===== config.mk =====
export PLATFORM = sky130hd
export DESIGN_NAME = osc_intosc_ctl
export DESIGN_NICKNAME = d
export VERILOG_FILES = /design/src/hdl/osc_pkg.sv /design/src/hdl/osc_intosc_ctl.sv
export SDC_FILE = /design/constraint.sdc
export NUM_CORES = 1
export LEC_CHECK = 0
export ABC_AREA = 1
export BUFFER_PORTS_ARGS = -buffer_cell sky130_fd_sc_hd__buf_2
export CORE_MARGIN = 5
export CORE_UTILIZATION = 53
export DETAILED_ROUTE_END_ITERATION = 6
export GPL_TIMING_DRIVEN = 0
export PLACE_DENSITY = 0.8
export REMOVE_ABC_BUFFERS = 1
export SETUP_SLACK_MARGIN = 0.4
export SYNTH_ARGS = -nofsm -noshare
export SYNTH_HDL_FRONTEND = slang
export SYNTH_SLANG_ARGS = --single-unit

===== constraint.sdc =====
create_clock -name pclk -period 2.4 [get_ports pclk]
set_clock_uncertainty 0.2 [all_clocks]
set_input_delay 0.24 -clock pclk [delete_from_list [all_inputs] [get_ports pclk]]
set_output_delay 0.24 -clock pclk [all_outputs]
set_load 0.005 [all_outputs]

===== src/hdl/osc_pkg.sv =====
package osc_pkg;

  // register byte addresses, one aligned word each
  localparam logic [7:0] ADDR_CTRL = 8'h00;
  localparam logic [7:0] ADDR_TRIM = 8'h04;
  localparam logic [7:0] ADDR_STATE = 8'h08;
  localparam logic [7:0] ADDR_IRQ_STAT = 8'h0c;
  localparam logic [7:0] ADDR_IRQ_EN = 8'h10;
  localparam logic [7:0] ADDR_IRQ_CLR = 8'h14;

  // control register fields
  localparam int CTRL_SRC_LSB = 0;
  localparam int CTRL_SRC_W = 2;
  localparam int CTRL_FSEL_LSB = 3;
  localparam int CTRL_FSEL_W = 4;
  localparam logic [3:0] CTRL_FSEL_RST = 4'h7;
  localparam logic [1:0] CTRL_SRC_RST = 2'h0;

  // trim register, two's complement
  localparam int TRIM_W = 6;
  localparam logic [5:0] TRIM_RST = 6'h00;

  // frequency select decoding
  localparam logic [2:0] FSEL_LF_TOP = 3'h0;
  localparam logic [3:0] FSEL_HF_MIN = 4'hb;
  localparam logic [2:0] CFG_OSC_INTERNAL = 3'h4;

  // state register and irq bit positions share this layout
  localparam int FLAGS_W = 5;

  // timing, ns and kHz as figures, cycles derived
  localparam int CLK_KHZ = 100000;
  localparam int CLK_PERIOD_NS = 10;
  localparam int BASE_KHZ = 500;
  localparam int LF_KHZ = 31;
  localparam int BASE_DIV = CLK_KHZ / BASE_KHZ;
  localparam int LF_DIV = CLK_KHZ / LF_KHZ;
  localparam int HF_READY_NS = 5000;
  localparam int HF_LOCK_NS = 20000;
  localparam int HF_STABLE_NS = 60000;
  localparam int MF_READY_NS = 5000;
  localparam int LF_READY_NS = 10000;
  localparam int FAST_START_NS = 2000;
  localparam int TRIM_STEP_NS = 1000;
  localparam int HF_READY_CYC = (HF_READY_NS + CLK_PERIOD_NS - 1) / CLK_PERIOD_NS;
  localparam int HF_LOCK_CYC = (HF_LOCK_NS + CLK_PERIOD_NS - 1) / CLK_PERIOD_NS;
  localparam int HF_STABLE_CYC = (HF_STABLE_NS + CLK_PERIOD_NS - 1) / CLK_PERIOD_NS;
  localparam int MF_READY_CYC = (MF_READY_NS + CLK_PERIOD_NS - 1) / CLK_PERIOD_NS;
  localparam int LF_READY_CYC = (LF_READY_NS + CLK_PERIOD_NS - 1) / CLK_PERIOD_NS;
  localparam int FAST_START_CYC = (FAST_START_NS + CLK_PERIOD_NS - 1) / CLK_PERIOD_NS;
  localparam int TRIM_STEP_CYC = (TRIM_STEP_NS + CLK_PERIOD_NS - 1) / CLK_PERIOD_NS;
  localparam int CNT_W = 16;

  typedef struct packed {
    logic hf_ready_flag;
    logic hf_locked_flag;
    logic mf_ready_flag;
    logic lf_ready_flag;
    logic hf_stable_flag;
  } osc_flags_s;

  typedef struct packed {
    logic [3:0] freq_select_field;
    logic [1:0] sysclk_source_select;
  } osc_ctrl_s;

  typedef enum logic [1:0] {
    SRC_FAST = 2'h0,
    SRC_HF = 2'h1,
    SRC_MF = 2'h3,
    SRC_LF = 2'h2
  } osc_src_e;

  function automatic logic is_lf_code(input logic [3:0] fsel);
    return fsel[3:1] == FSEL_LF_TOP;
  endfunction

  function automatic logic is_hf_code(input logic [3:0] fsel);
    return fsel >= FSEL_HF_MIN;
  endfunction

  function automatic logic [15:0] sat_inc(input logic [15:0] v, input logic run);
    if (!run)
      return 16'h0000;
    return (v == 16'hffff) ? v : v + 16'h0001;
  endfunction

endpackage


===== src/hdl/osc_intosc_ctl.sv =====
// Contract
// - provide a 16 MHz high-frequency source whose frequency follows the trim register
// - four-bit frequency select field picks one postscaled derived frequency
// - enable high-freq source on HF select and internal config or source select 1x
// - fast startup oscillator runs first; switch to high-freq source once it is ready
// - high-freq ready flag set while high-freq source runs
// - high-freq locked flag set once within 2% of final frequency
// - high-freq stable flag set once within 0.5% of final frequency
// - provide 500 kHz medium-frequency source, nine derived frequencies via select field
// - medium-freq ready flag set while medium-freq source runs
// - both high and medium sources come from the trimmed 500 kHz base
// - trim is 6-bit two's complement, reset zero, 1fh fastest, 20h slowest
// - trim change slews gradually while code runs; no completion flag exists
// - trim never touches the low-freq source or its timer users
// - provide untrimmed 31 kHz low-freq source selectable as system clock
// - low-freq source clocks power-up timer, watchdog and clock-fail monitor
// - enable low-freq source on LF select with 1x, or any user peripheral on
// - low-freq ready flag set while low-freq source runs
//
// The APB register port and the register offsets were chosen for this implementation.
module osc_intosc_ctl #(
  parameter int HF_READY_CYC = osc_pkg::HF_READY_CYC,
  parameter int HF_LOCK_CYC = osc_pkg::HF_LOCK_CYC,
  parameter int HF_STABLE_CYC = osc_pkg::HF_STABLE_CYC,
  parameter int MF_READY_CYC = osc_pkg::MF_READY_CYC,
  parameter int LF_READY_CYC = osc_pkg::LF_READY_CYC,
  parameter int FAST_START_CYC = osc_pkg::FAST_START_CYC,
  parameter int TRIM_STEP_CYC = osc_pkg::TRIM_STEP_CYC,
  parameter int BASE_DIV = osc_pkg::BASE_DIV,
  parameter int LF_DIV = osc_pkg::LF_DIV
) (
  input wire logic pclk, // bus and core clock
  input wire logic presetn, // async reset, active low
  input wire logic psel, // apb select
  input wire logic penable, // apb access phase
  input wire logic pwrite, // apb direction
  input wire logic [7:0] paddr, // apb byte address
  input wire logic [31:0] pwdata, // apb write data
  output logic [31:0] prdata, // apb read data
  output logic pready, // apb ready
  output logic pslverr, // apb error on unmapped address
  input wire logic [2:0] config_osc_select, // configuration oscillator select
  input wire logic powerup_delay_timer_en, // power-up timer wants low-freq clock
  input wire logic watchdog_counter_en, // watchdog wants low-freq clock
  input wire logic clock_fail_monitor_en, // clock-fail monitor wants low-freq clock
  output logic high_freq_osc_en, // high-freq oscillator enable
  output logic mid_freq_osc_en, // medium-freq oscillator enable
  output logic low_freq_osc_en, // low-freq oscillator enable
  output logic [5:0] trim_applied, // trim value currently driving the base
  output logic base_tick, // one-cycle pulse at trimmed 500 kHz rate
  output logic low_freq_tick, // one-cycle pulse at untrimmed 31 kHz rate
  output logic [3:0] postscale_sel, // derived frequency handed to the postscaler
  output osc_pkg::osc_src_e sysclk_src, // oscillator now feeding the system clock
  output logic irq // level interrupt
);

  // bus decode
  wire logic acc = psel && penable;
  wire logic commit = acc && pready;
  wire logic wr_commit = commit && pwrite;
  wire logic hit_ctrl = paddr == osc_pkg::ADDR_CTRL;
  wire logic hit_trim = paddr == osc_pkg::ADDR_TRIM;
  wire logic hit_state = paddr == osc_pkg::ADDR_STATE;
  wire logic hit_stat = paddr == osc_pkg::ADDR_IRQ_STAT;
  wire logic hit_en = paddr == osc_pkg::ADDR_IRQ_EN;
  wire logic hit_clr = paddr == osc_pkg::ADDR_IRQ_CLR;
  wire logic mapped = hit_ctrl | hit_trim | hit_state | hit_stat | hit_en | hit_clr;

  osc_pkg::osc_ctrl_s ctrl_q;
  logic [5:0] trim_tgt_q;
  logic [5:0] trim_cur_q;
  logic [15:0] trim_tmr_q;
  logic [4:0] irq_stat_q;
  logic [4:0] irq_en_q;
  osc_pkg::osc_flags_s flags_q;
  osc_pkg::osc_flags_s flags_d;
  logic [15:0] hf_cnt_q;
  logic [15:0] mf_cnt_q;
  logic [15:0] lf_cnt_q;
  logic [15:0] fast_cnt_q;
  logic [15:0] base_div_q;
  logic [15:0] lf_div_q;
  osc_pkg::osc_src_e src_q;
  osc_pkg::osc_src_e src_d;
  logic [31:0] prdata_q;
  logic pready_q;
  logic pslverr_q;

  // enables
  wire logic fsel_lf = osc_pkg::is_lf_code(ctrl_q.freq_select_field);
  wire logic fsel_hf = osc_pkg::is_hf_code(ctrl_q.freq_select_field);
  wire logic fsel_mf = !fsel_lf && !fsel_hf;
  wire logic intosc_sel = (config_osc_select == osc_pkg::CFG_OSC_INTERNAL)
                          || ctrl_q.sysclk_source_select[1];
  wire logic hf_en = fsel_hf && intosc_sel;
  wire logic mf_en = fsel_mf && intosc_sel;
  wire logic lf_users = powerup_delay_timer_en || watchdog_counter_en
                        || clock_fail_monitor_en;
  wire logic lf_en = (fsel_lf && intosc_sel) || lf_users;
  // base runs whenever either derived source needs it
  wire logic base_en = hf_en || mf_en;

  // flags follow their oscillators; state register writes are not decoded
  always_comb
  begin
    flags_d.hf_ready_flag = hf_en && (hf_cnt_q >= 16'(HF_READY_CYC));
    flags_d.hf_locked_flag = hf_en && (hf_cnt_q >= 16'(HF_LOCK_CYC));
    flags_d.hf_stable_flag = hf_en && (hf_cnt_q >= 16'(HF_STABLE_CYC));
    flags_d.mf_ready_flag = mf_en && (mf_cnt_q >= 16'(MF_READY_CYC));
    flags_d.lf_ready_flag = lf_en && (lf_cnt_q >= 16'(LF_READY_CYC));
  end

  // irq events are rising edges of the state flags; set beats clear
  wire logic [4:0] flag_rise = flags_d & ~flags_q;
  wire logic [4:0] clr_mask = (wr_commit && hit_clr) ? pwdata[4:0] : 5'h00;
  wire logic [4:0] irq_stat_d = (irq_stat_q & ~clr_mask) | flag_rise;

  // fast startup source holds the system clock until its start interval ends and the chosen source is ready
  wire logic fast_done = fast_cnt_q >= 16'(FAST_START_CYC);
  always_comb
  begin
    src_d = src_q;
    if (fast_done)
    begin
      if (hf_en && flags_q.hf_ready_flag)
        src_d = osc_pkg::SRC_HF;
      else if (mf_en && flags_q.mf_ready_flag)
        src_d = osc_pkg::SRC_MF;
      else if (fsel_lf && intosc_sel && flags_q.lf_ready_flag)
        src_d = osc_pkg::SRC_LF;
    end
  end

  // trim slews one lsb per step interval toward the written target
  wire logic trim_step = trim_tmr_q >= 16'(TRIM_STEP_CYC - 1);
  wire logic trim_up = $signed(trim_tgt_q) > $signed(trim_cur_q);
  wire logic trim_dn = $signed(trim_tgt_q) < $signed(trim_cur_q);
  wire logic [5:0] trim_next = trim_up ? trim_cur_q + 6'h01 : trim_cur_q - 6'h01;
  // higher trim shortens the base period: 1fh fastest, 20h slowest
  wire logic [15:0] base_reload = 16'(BASE_DIV - 1) - {{10{trim_cur_q[5]}}, trim_cur_q};
  wire logic base_wrap = base_div_q == 16'h0000;
  wire logic lf_wrap = lf_div_q == 16'h0000;

  // read mux
  logic [31:0] rd_mux;
  always_comb
  begin
    rd_mux = 32'h0000_0000;
    unique case (1'b1)
      hit_ctrl:
        rd_mux[osc_pkg::CTRL_FSEL_LSB +: osc_pkg::CTRL_FSEL_W] = ctrl_q.freq_select_field;
      hit_trim:
        rd_mux[osc_pkg::TRIM_W-1:0] = trim_tgt_q;
      hit_state:
        rd_mux[osc_pkg::FLAGS_W-1:0] = flags_q;
      hit_stat:
        rd_mux[osc_pkg::FLAGS_W-1:0] = irq_stat_q;
      hit_en:
        rd_mux[osc_pkg::FLAGS_W-1:0] = irq_en_q;
      default:
        rd_mux = 32'h0000_0000;
    endcase
    if (hit_ctrl)
      rd_mux[osc_pkg::CTRL_SRC_LSB +: osc_pkg::CTRL_SRC_W] = ctrl_q.sysclk_source_select;
  end

  // one wait state: ready rises in the second access cycle
  always_ff @(posedge pclk or negedge presetn)
  begin
    if (!presetn)
    begin
      pready_q <= 1'b0;
      pslverr_q <= 1'b0;
      prdata_q <= 32'h0000_0000;
    end
    else
    begin
      pready_q <= acc && !pready_q;
      pslverr_q <= acc && !pready_q && !mapped;
      prdata_q <= (acc && !pready_q && !pwrite) ? rd_mux : 32'h0000_0000;
    end
  end

  always_ff @(posedge pclk or negedge presetn)
  begin
    if (!presetn)
    begin
      ctrl_q.freq_select_field <= osc_pkg::CTRL_FSEL_RST;
      ctrl_q.sysclk_source_select <= osc_pkg::CTRL_SRC_RST;
    end
    else if (wr_commit && hit_ctrl)
    begin
      ctrl_q.freq_select_field <= pwdata[osc_pkg::CTRL_FSEL_LSB +: osc_pkg::CTRL_FSEL_W];
      ctrl_q.sysclk_source_select <= pwdata[osc_pkg::CTRL_SRC_LSB +: osc_pkg::CTRL_SRC_W];
    end
  end

  always_ff @(posedge pclk or negedge presetn)
  begin
    if (!presetn)
      trim_tgt_q <= osc_pkg::TRIM_RST;
    else if (wr_commit && hit_trim)
      trim_tgt_q <= pwdata[osc_pkg::TRIM_W-1:0];
  end

  // no flag reports the end of a slew, software just sees the new target
  always_ff @(posedge pclk or negedge presetn)
  begin
    if (!presetn)
    begin
      trim_cur_q <= osc_pkg::TRIM_RST;
      trim_tmr_q <= 16'h0000;
    end
    else
    begin
      trim_tmr_q <= (trim_step || !(trim_up || trim_dn)) ? 16'h0000 : trim_tmr_q + 16'h0001;
      if (trim_step && (trim_up || trim_dn))
        trim_cur_q <= trim_next;
    end
  end

  always_ff @(posedge pclk or negedge presetn)
  begin
    if (!presetn)
    begin
      irq_stat_q <= 5'h00;
      irq_en_q <= 5'h00;
    end
    else
    begin
      irq_stat_q <= irq_stat_d;
      if (wr_commit && hit_en)
        irq_en_q <= pwdata[osc_pkg::FLAGS_W-1:0];
    end
  end

  always_ff @(posedge pclk or negedge presetn)
  begin
    if (!presetn)
    begin
      hf_cnt_q <= 16'h0000;
      mf_cnt_q <= 16'h0000;
      lf_cnt_q <= 16'h0000;
      fast_cnt_q <= 16'h0000;
      flags_q <= '0;
    end
    else
    begin
      hf_cnt_q <= osc_pkg::sat_inc(hf_cnt_q, hf_en);
      mf_cnt_q <= osc_pkg::sat_inc(mf_cnt_q, mf_en);
      lf_cnt_q <= osc_pkg::sat_inc(lf_cnt_q, lf_en);
      fast_cnt_q <= osc_pkg::sat_inc(fast_cnt_q, 1'b1);
      flags_q <= flags_d;
    end
  end

  // falls back to the fast source only on reset; a dead oscillator is the monitor's job
  always_ff @(posedge pclk or negedge presetn)
  begin
    if (!presetn)
      src_q <= osc_pkg::SRC_FAST;
    else
      src_q <= src_d;
  end

  always_ff @(posedge pclk or negedge presetn)
  begin
    if (!presetn)
      base_div_q <= 16'h0000;
    else if (!base_en || base_wrap)
      base_div_q <= base_reload;
    else
      base_div_q <= base_div_q - 16'h0001;
  end

  // low-freq divider never sees the trim value
  always_ff @(posedge pclk or negedge presetn)
  begin
    if (!presetn)
      lf_div_q <= 16'h0000;
    else if (!lf_en || lf_wrap)
      lf_div_q <= 16'(LF_DIV - 1);
    else
      lf_div_q <= lf_div_q - 16'h0001;
  end

  always_ff @(posedge pclk or negedge presetn)
  begin
    if (!presetn)
    begin
      high_freq_osc_en <= 1'b0;
      mid_freq_osc_en <= 1'b0;
      low_freq_osc_en <= 1'b0;
      trim_applied <= osc_pkg::TRIM_RST;
      base_tick <= 1'b0;
      low_freq_tick <= 1'b0;
      postscale_sel <= osc_pkg::CTRL_FSEL_RST;
      irq <= 1'b0;
    end
    else
    begin
      high_freq_osc_en <= hf_en;
      mid_freq_osc_en <= mf_en;
      low_freq_osc_en <= lf_en;
      trim_applied <= trim_cur_q;
      base_tick <= base_en && base_wrap;
      low_freq_tick <= lf_en && lf_wrap;
      postscale_sel <= ctrl_q.freq_select_field;
      irq <= |(irq_stat_d & irq_en_q);
    end
  end

  assign prdata = prdata_q;
  assign pready = pready_q;
  assign pslverr = pslverr_q;
  assign sysclk_src = src_q;

endmodule // osc_intosc_ctl


# Word-level counts from Yosys, hierarchy flattened

Cells that the tools add are included.

$add $sub $neg: 10
$mul: 0
Divide/modulo/power cells: 0
$lt $le $gt $ge: 10
Eq/ne operators: 13
Shift operators: 0
Muxes and demuxes: 20
Bitwise operators: 11
Reduce and logical (&&, ||, !) cells: 49

Operators by type and width:

| cell                  | number |
|---|---|
| $mux 16               | 9 |
| $add 16x1->16 const B | 5 |
| $eq 16x16->1 const B  | 4 |
| $ge 16x9->1 const B   | 2 |
| $logic_not 16->1      | 2 |
| $sub 16x1->16 const B | 2 |
| $logic_and 1x1->1     | 25 |
| $eq 8x4->1 const B    | 2 |
| $eq 8x5->1 const B    | 2 |
| $ge 16x10->1 const B  | 1 |
| $ge 16x11->1 const B  | 1 |
| $ge 16x13->1 const B  | 1 |
| $ge 16x7->1 const B   | 1 |
| $ge 16x8->1 const B   | 1 |
| $and 5x5->5           | 3 |
| $pmux 3 s4            | 1 |
| $not 5->5             | 2 |
| $pmux 2 s5            | 1 |
| $sub 9x6->10 const A  | 1 |
| $logic_or 1x1->1      | 9 |
| $eq 8x3->1 const B    | 1 |
| $logic_not 1->1       | 8 |
| $logic_not 8->1       | 1 |
| $mux 2                | 4 |
| 18 further kinds      | 24 |

Register bits after elaboration: 172
Bits in latches: 0
RAM bits: 0
Bits in read-only memories: 0
Input port bits: 51
Output and inout bits: 52
Logic and storage cells: 143
Memories: 0

# Longest topological paths before layout

Word-level depth: 10
Mapped depth: 19
Gate-level depth less buffers: 19

# Worst setup path before layout

Ideal clock, no wire load.

Kind: flip-flop to flip-flop
Start point: reg trim_cur_q[5]
End point: reg trim_cur_q[5]
Setup time: 0.117 ns
Arrival time: 2.309 ns
Required time: 2.083 ns
Slack: -0.226 ns
Cell stages (with the launch flop): 19
Path buffers: 0
Clock period less this slack: 2.626 ns
Cell sequence: dfrtp_1 -> inv_1 -> ha_1 -> nand2_1 -> nor2_1 -> nand2_1 -> nand3_1 -> nand2_1 -> nand2_1 -> nand2_1 -> ha_1 -> a21oi_1 -> o21ai_0 -> nor2_1 -> inv_1 -> nand3_1 -> nand3_1 -> nand2_1 -> nand2_1

Word-level cells in the longest chain between the ends: 3
Elaborated cells on any way between the ends: 7
Those cells by class: add/sub (2); order compare (2); mux (1); reduce/logical (2)

Ends and longest elaborated chain:

| what                                     | line                                         | source |
|---|---|---|
| from (decl)                              | osc_intosc_ctl.sv:71                         | `logic [5:0] trim_cur_q;` |
| from (signal assigned)                   | osc_intosc_ctl.sv:211                        | `trim_cur_q <= osc_pkg::TRIM_RST;` |
| from (signal assigned)                   | osc_intosc_ctl.sv:218                        | `trim_cur_q <= trim_next;` |
| $gt 6x6->1 or $lt 6x6->1 (tied branches) | osc_intosc_ctl.sv:136, osc_intosc_ctl.sv:137 |  |
| $logic_or 1x1->1                         | osc_intosc_ctl.sv:217                        | `if (trim_step && (trim_up \|\| trim_dn))` |
| $logic_and 1x1->1                        | osc_intosc_ctl.sv:217                        |  |

Parallel ways exist; a longest one is shown, timed or not.
A chain may end at the register's enable or synchronous reset.

# Worst setup path after layout

Same ends and word-level chain as after synthesis.

==> impl_metrics.py <==
metrics = {
    "drt": {
        "detail_route.wirelength_um": 21050,
        "drt-initial-drc-count": 432,
        "first_pass_iters": 5,
        "drc_errors": 0,
        "viasPerCell": 5.212,
        "antenna_left": 0,
        "wl_per_cell_um": 14.55,
        "dr_total_vias": 7542,
    },
    "setup_path": {
        "startpoint": "trim_cur_q[5]",
        "cp_slowest_cell": "dfrtp_1",
        "cp-end-kind": "flop",
        "cpPeakStageDelay_ps": 390,
        "worstPathRequired_ps": 2510,
        "crit_top_cell": "nand3_2",
        "cp-endpoint": "trim_cur_q[5]",
        "rr_endpoint": "trim_cur_q[5]",
        "critPathLaunchType": "flop",
        "path_cells": "inv_2 > ha_4 > nand2_4 > nor2_2 > nand2_2 > nand3_2 > nand2_2 > nand2_4 > nand2_8 > ha_4 > a21oi_2 > o21ai_1 > nor2_2 > inv_1 > nand3_2 > nand3_2 > nand2_1 > nand2_1",
        "reg2reg_slack_ps": -400,
        "cp.arrival_ps": 2910,
        "r2r-start": "trim_cur_q[5]",
        "worstRegToRegCells": 18,
        "worst-setup-path-type": "reg2reg",
        "worstPathMaxFanout": 5,
    },
    "placed_design": {
        "dp_cells": 1343,
        "routabilityCongestion": 0.9087,
        "dp_hpwl_um": 13570,
        "pre_cts_ws_ps": -511.5,
        "io_buffers": 52,
    },
    "sta": {
        "max_slew.worst_pin.slew_ps": 607.0,
        "period_share_pct": 116.5,
        "tns_ps": -1180,
        "final_hold_viol_count": 0,
        "worst_slack_ps": -397.0,
        "maxSlewHeadroom_pct": 59.16,
        "finalSetupViolCount": 5,
        "maxSlewViolCount": 0,
        "fin_crit_ps": 2797,
        "rsz0062_at_grt": "true",
        "timing.fmax_mhz": 357.5,
    },
    "clock_tree": {
        "cts_tree": "done",
        "path_clk_slew_ps": 60,
        "clock_sinks": 172,
        "htreeDepth": 4,
        "insertion_delay_ps": 430,
        "max-clock-path-buffers": 2,
        "cts_buffers": 17,
        "cts_root_buf": "clkbuf_16",
    },
    "yosys": {
        "netlist_instances": 1069,
        "synth-seq-cells": 172,
        "yosysWarningCount": 0,
        "syn_area_per_cell_um2": 8.321,
        "ys_types": 43,
        "synth_area_um2": 8895,
        "seq_area_frac_synth_pct": 48.47,
    },
    "global_route": {
        "grt_max_degree": 99,
        "grt-ovfl-total": 0,
        "grt_first_pass_wirelength_um": 34330,
        "track_usage_pct": 21.49,
        "grt_pass1_vias": 7251,
        "antenna_found_initial": 2,
    },
    "status": {
        "violations": "negative setup slack",
        "outcome": "finished, violations left",
    },
    "power": {
        "pwr-share-clk_pct": 31.8,
        "power_density_nw_per_um2": 810.7,
        "power_frac_seq_pct": 38.7,
        "static-leakage-power_uw": 0.005245,
        "sw_frac_of_total_pct": 30.90,
        "power_frac_comb_pct": 29.5,
        "power_switching_uw": 2745,
        "ir_worst_vdd_v": 0.0007218,
        "p_int_uw": 6139,
    },
    "die": {
        "chipHeight_um": 139.5,
        "io_pins": 103,
        "initial_utilization_pct": 53.83,
        "dieArea_um2": 19470,
        "design.core.area_um2": 16520,
        "row_count": 47,
        "die_w_um": 139.5,
    },
    "cells_and_area": {
        "nNetsFinal": 1288,
        "area_growth_pct": 23.20,
        "drive_gt1_share_pct": 21.63,
        "fin_cells": 1447,
    },
    "flow_run": {
        "drv_cap": 0,
    },
    "hold_path": {
        "hold_path_class": "in2reg",
    },
}
## per-layer routing
metal / GRT usage [%] / up-vias / share of wire, %
li1: - / 3719 / -
met1: 25.15 / 3580 / 40
met2: 38.19 / 190 / 52
met3: 5.283 / 53 / 4.5
met4: 8.108 / 0 / 3.2
met5: 0 / - / 0
## worst max-delay path: cells and delay by family, from the launching register on
kind | cells | cell delay [ps]
adders and majority gates | 2 | 590
and+or+nand+nor | 12 | 1110
buffers and inverters | 2 | 160
AOI/OAI and AO/OA | 2 | 230
DFF | 1 | 390
## cells in the final DEF (no fill, tap or decap), types with 9 or more instances in the layout
cell type / netlist / routed
nand2_4: 3 / 10
o21ai_0: 67 / 62
ha_1: 24 / 12
nand2_2: 7 / 13
xor2_1: 28 / 28
o21ai_1: 6 / 10
nand3_1: 74 / 67
buf_4: 26 / 56
nor2_1: 116 / 111
ha_4: 0 / 10
nor2_4: 6 / 9
xnor2_1: 13 / 12
inv_2: 8 / 14
nor3_1: 34 / 28
clkbuf_16: 0 / 17
nand2_1: 222 / 208
a21oi_1: 41 / 38
dlygate4sd3_1: 0 / 10
inv_1: 127 / 119
dfrtp_1: 166 / 163
conb_1: 1 / 34
nand3_2: 3 / 9
nor2_2: 12 / 14
nand4_1: 23 / 23
buf_2: 5 / 51
## through the flow
step	cell area [µm²]	power [µW]	util (%)	hold slack, ps
after floorplan	8795	4505	-	-255.6
after global placement	9330	4847	56.46	181.6
after detailed placement	9368	4925	56.69	45.56
after CTS	10480	8275	63.44	11.70
after global routing	10960	9331	66.31	36.95
final	10960	8884	66.31	22.77
## state kept, by name (all words and copies together), names as in the netlist, 6 cells and up
signal / count
base_div_q: 16
ctrl_q: 6
fast_cnt_q: 16
hf_cnt_q: 16
lf_cnt_q: 16
lf_div_q: 16
mf_cnt_q: 16
prdata: 7
trim_applied: 6
trim_cur_q: 6
trim_tgt_q: 6
trim_tmr_q: 16
## Yosys cell counts, drive strengths merged
library cell	n	area, µm²
nand3b	2	15.01
xnor2	13	113.9
or2	6	37.54
dfrtp	166	4154
o31ai	2	15.01
nor2	135	598.1
nor3	40	242.7
nand4	25	168.9
conb	1	3.750
o21ai	73	365.4
a41oi	2	17.52
a211oi	1	7.510
nand2	232	910.9
clkbuf	1	3.750
nand3	77	400.4
and3	1	6.260
a21oi	42	214.0
nor4	9	56.30
nor3b	3	22.52
a31o	1	8.760
xor2	28	245.2
fa	1	20.02
ha	24	300.3
dfstp	6	157.7
a31oi	6	37.54
buf	31	220.2
o211ai	6	45.04
inv	135	506.7
## worst min-delay path by stage
stage	start	end	slack, ps	depth (start not counted)
CTS	pwrite	prdata[0]	10	4
detailed placement	presetn	trim_tmr_q[3]	50	1
global placement	ctrl_q[4]	postscale_sel[2]	180	0
global route	paddr[3]	prdata[5]	40	4
finish	pwrite	prdata[0]	20	4
floorplan	presetn	base_div_q[0]	-260	0
## power by group through the flow
stage	Combinational, µW	Clock [µW]	Sequential (µW)
2_1_floorplan	1080	0	3420
3_3_place_gp	1390	0	3460
3_5_place_dp	1460	0	3470
4_1_cts	2010	2860	3400
5_1_grt	2860	3000	3470
6_report	2620	2820	3440
## final cells by class
type | count | area [µm²]
diodes | 2 | 5.005
clock buffers | 24 | 511.7
clock inverters | 8 | 103.9
fillers | 1265 | 5567
inverters | 135 | 513.0
multi-input cells | 763 | 4370
flip-flops and latches | 172 | 4315
well taps | 220 | 275.3
repair buffers | 123 | 863.3
## cells by family after synthesis
family	after synthesis	synth area share (%)
flip-flops	172	48.47
buffers and inverters	167	8.215
AND/OR/NAND/NOR	530	27.64
XOR/XNOR	41	4.037
other	1	0.04216
adder cells (fa/ha/maj)	25	3.601
AO/OA/AOI/OAI	133	7.990
## what timing repair did
item / in CTS / in global routing
resized for setup: 40 / 53
buffers inserted: 28 / 32
endpoints found under the hold margin: 98 / 0
setup endpoints to repair: 33 / 55
pin swaps: 18 / 35
hold buffers: 10 / 0
No activity file was read; power rests on OpenSTA's default activity.
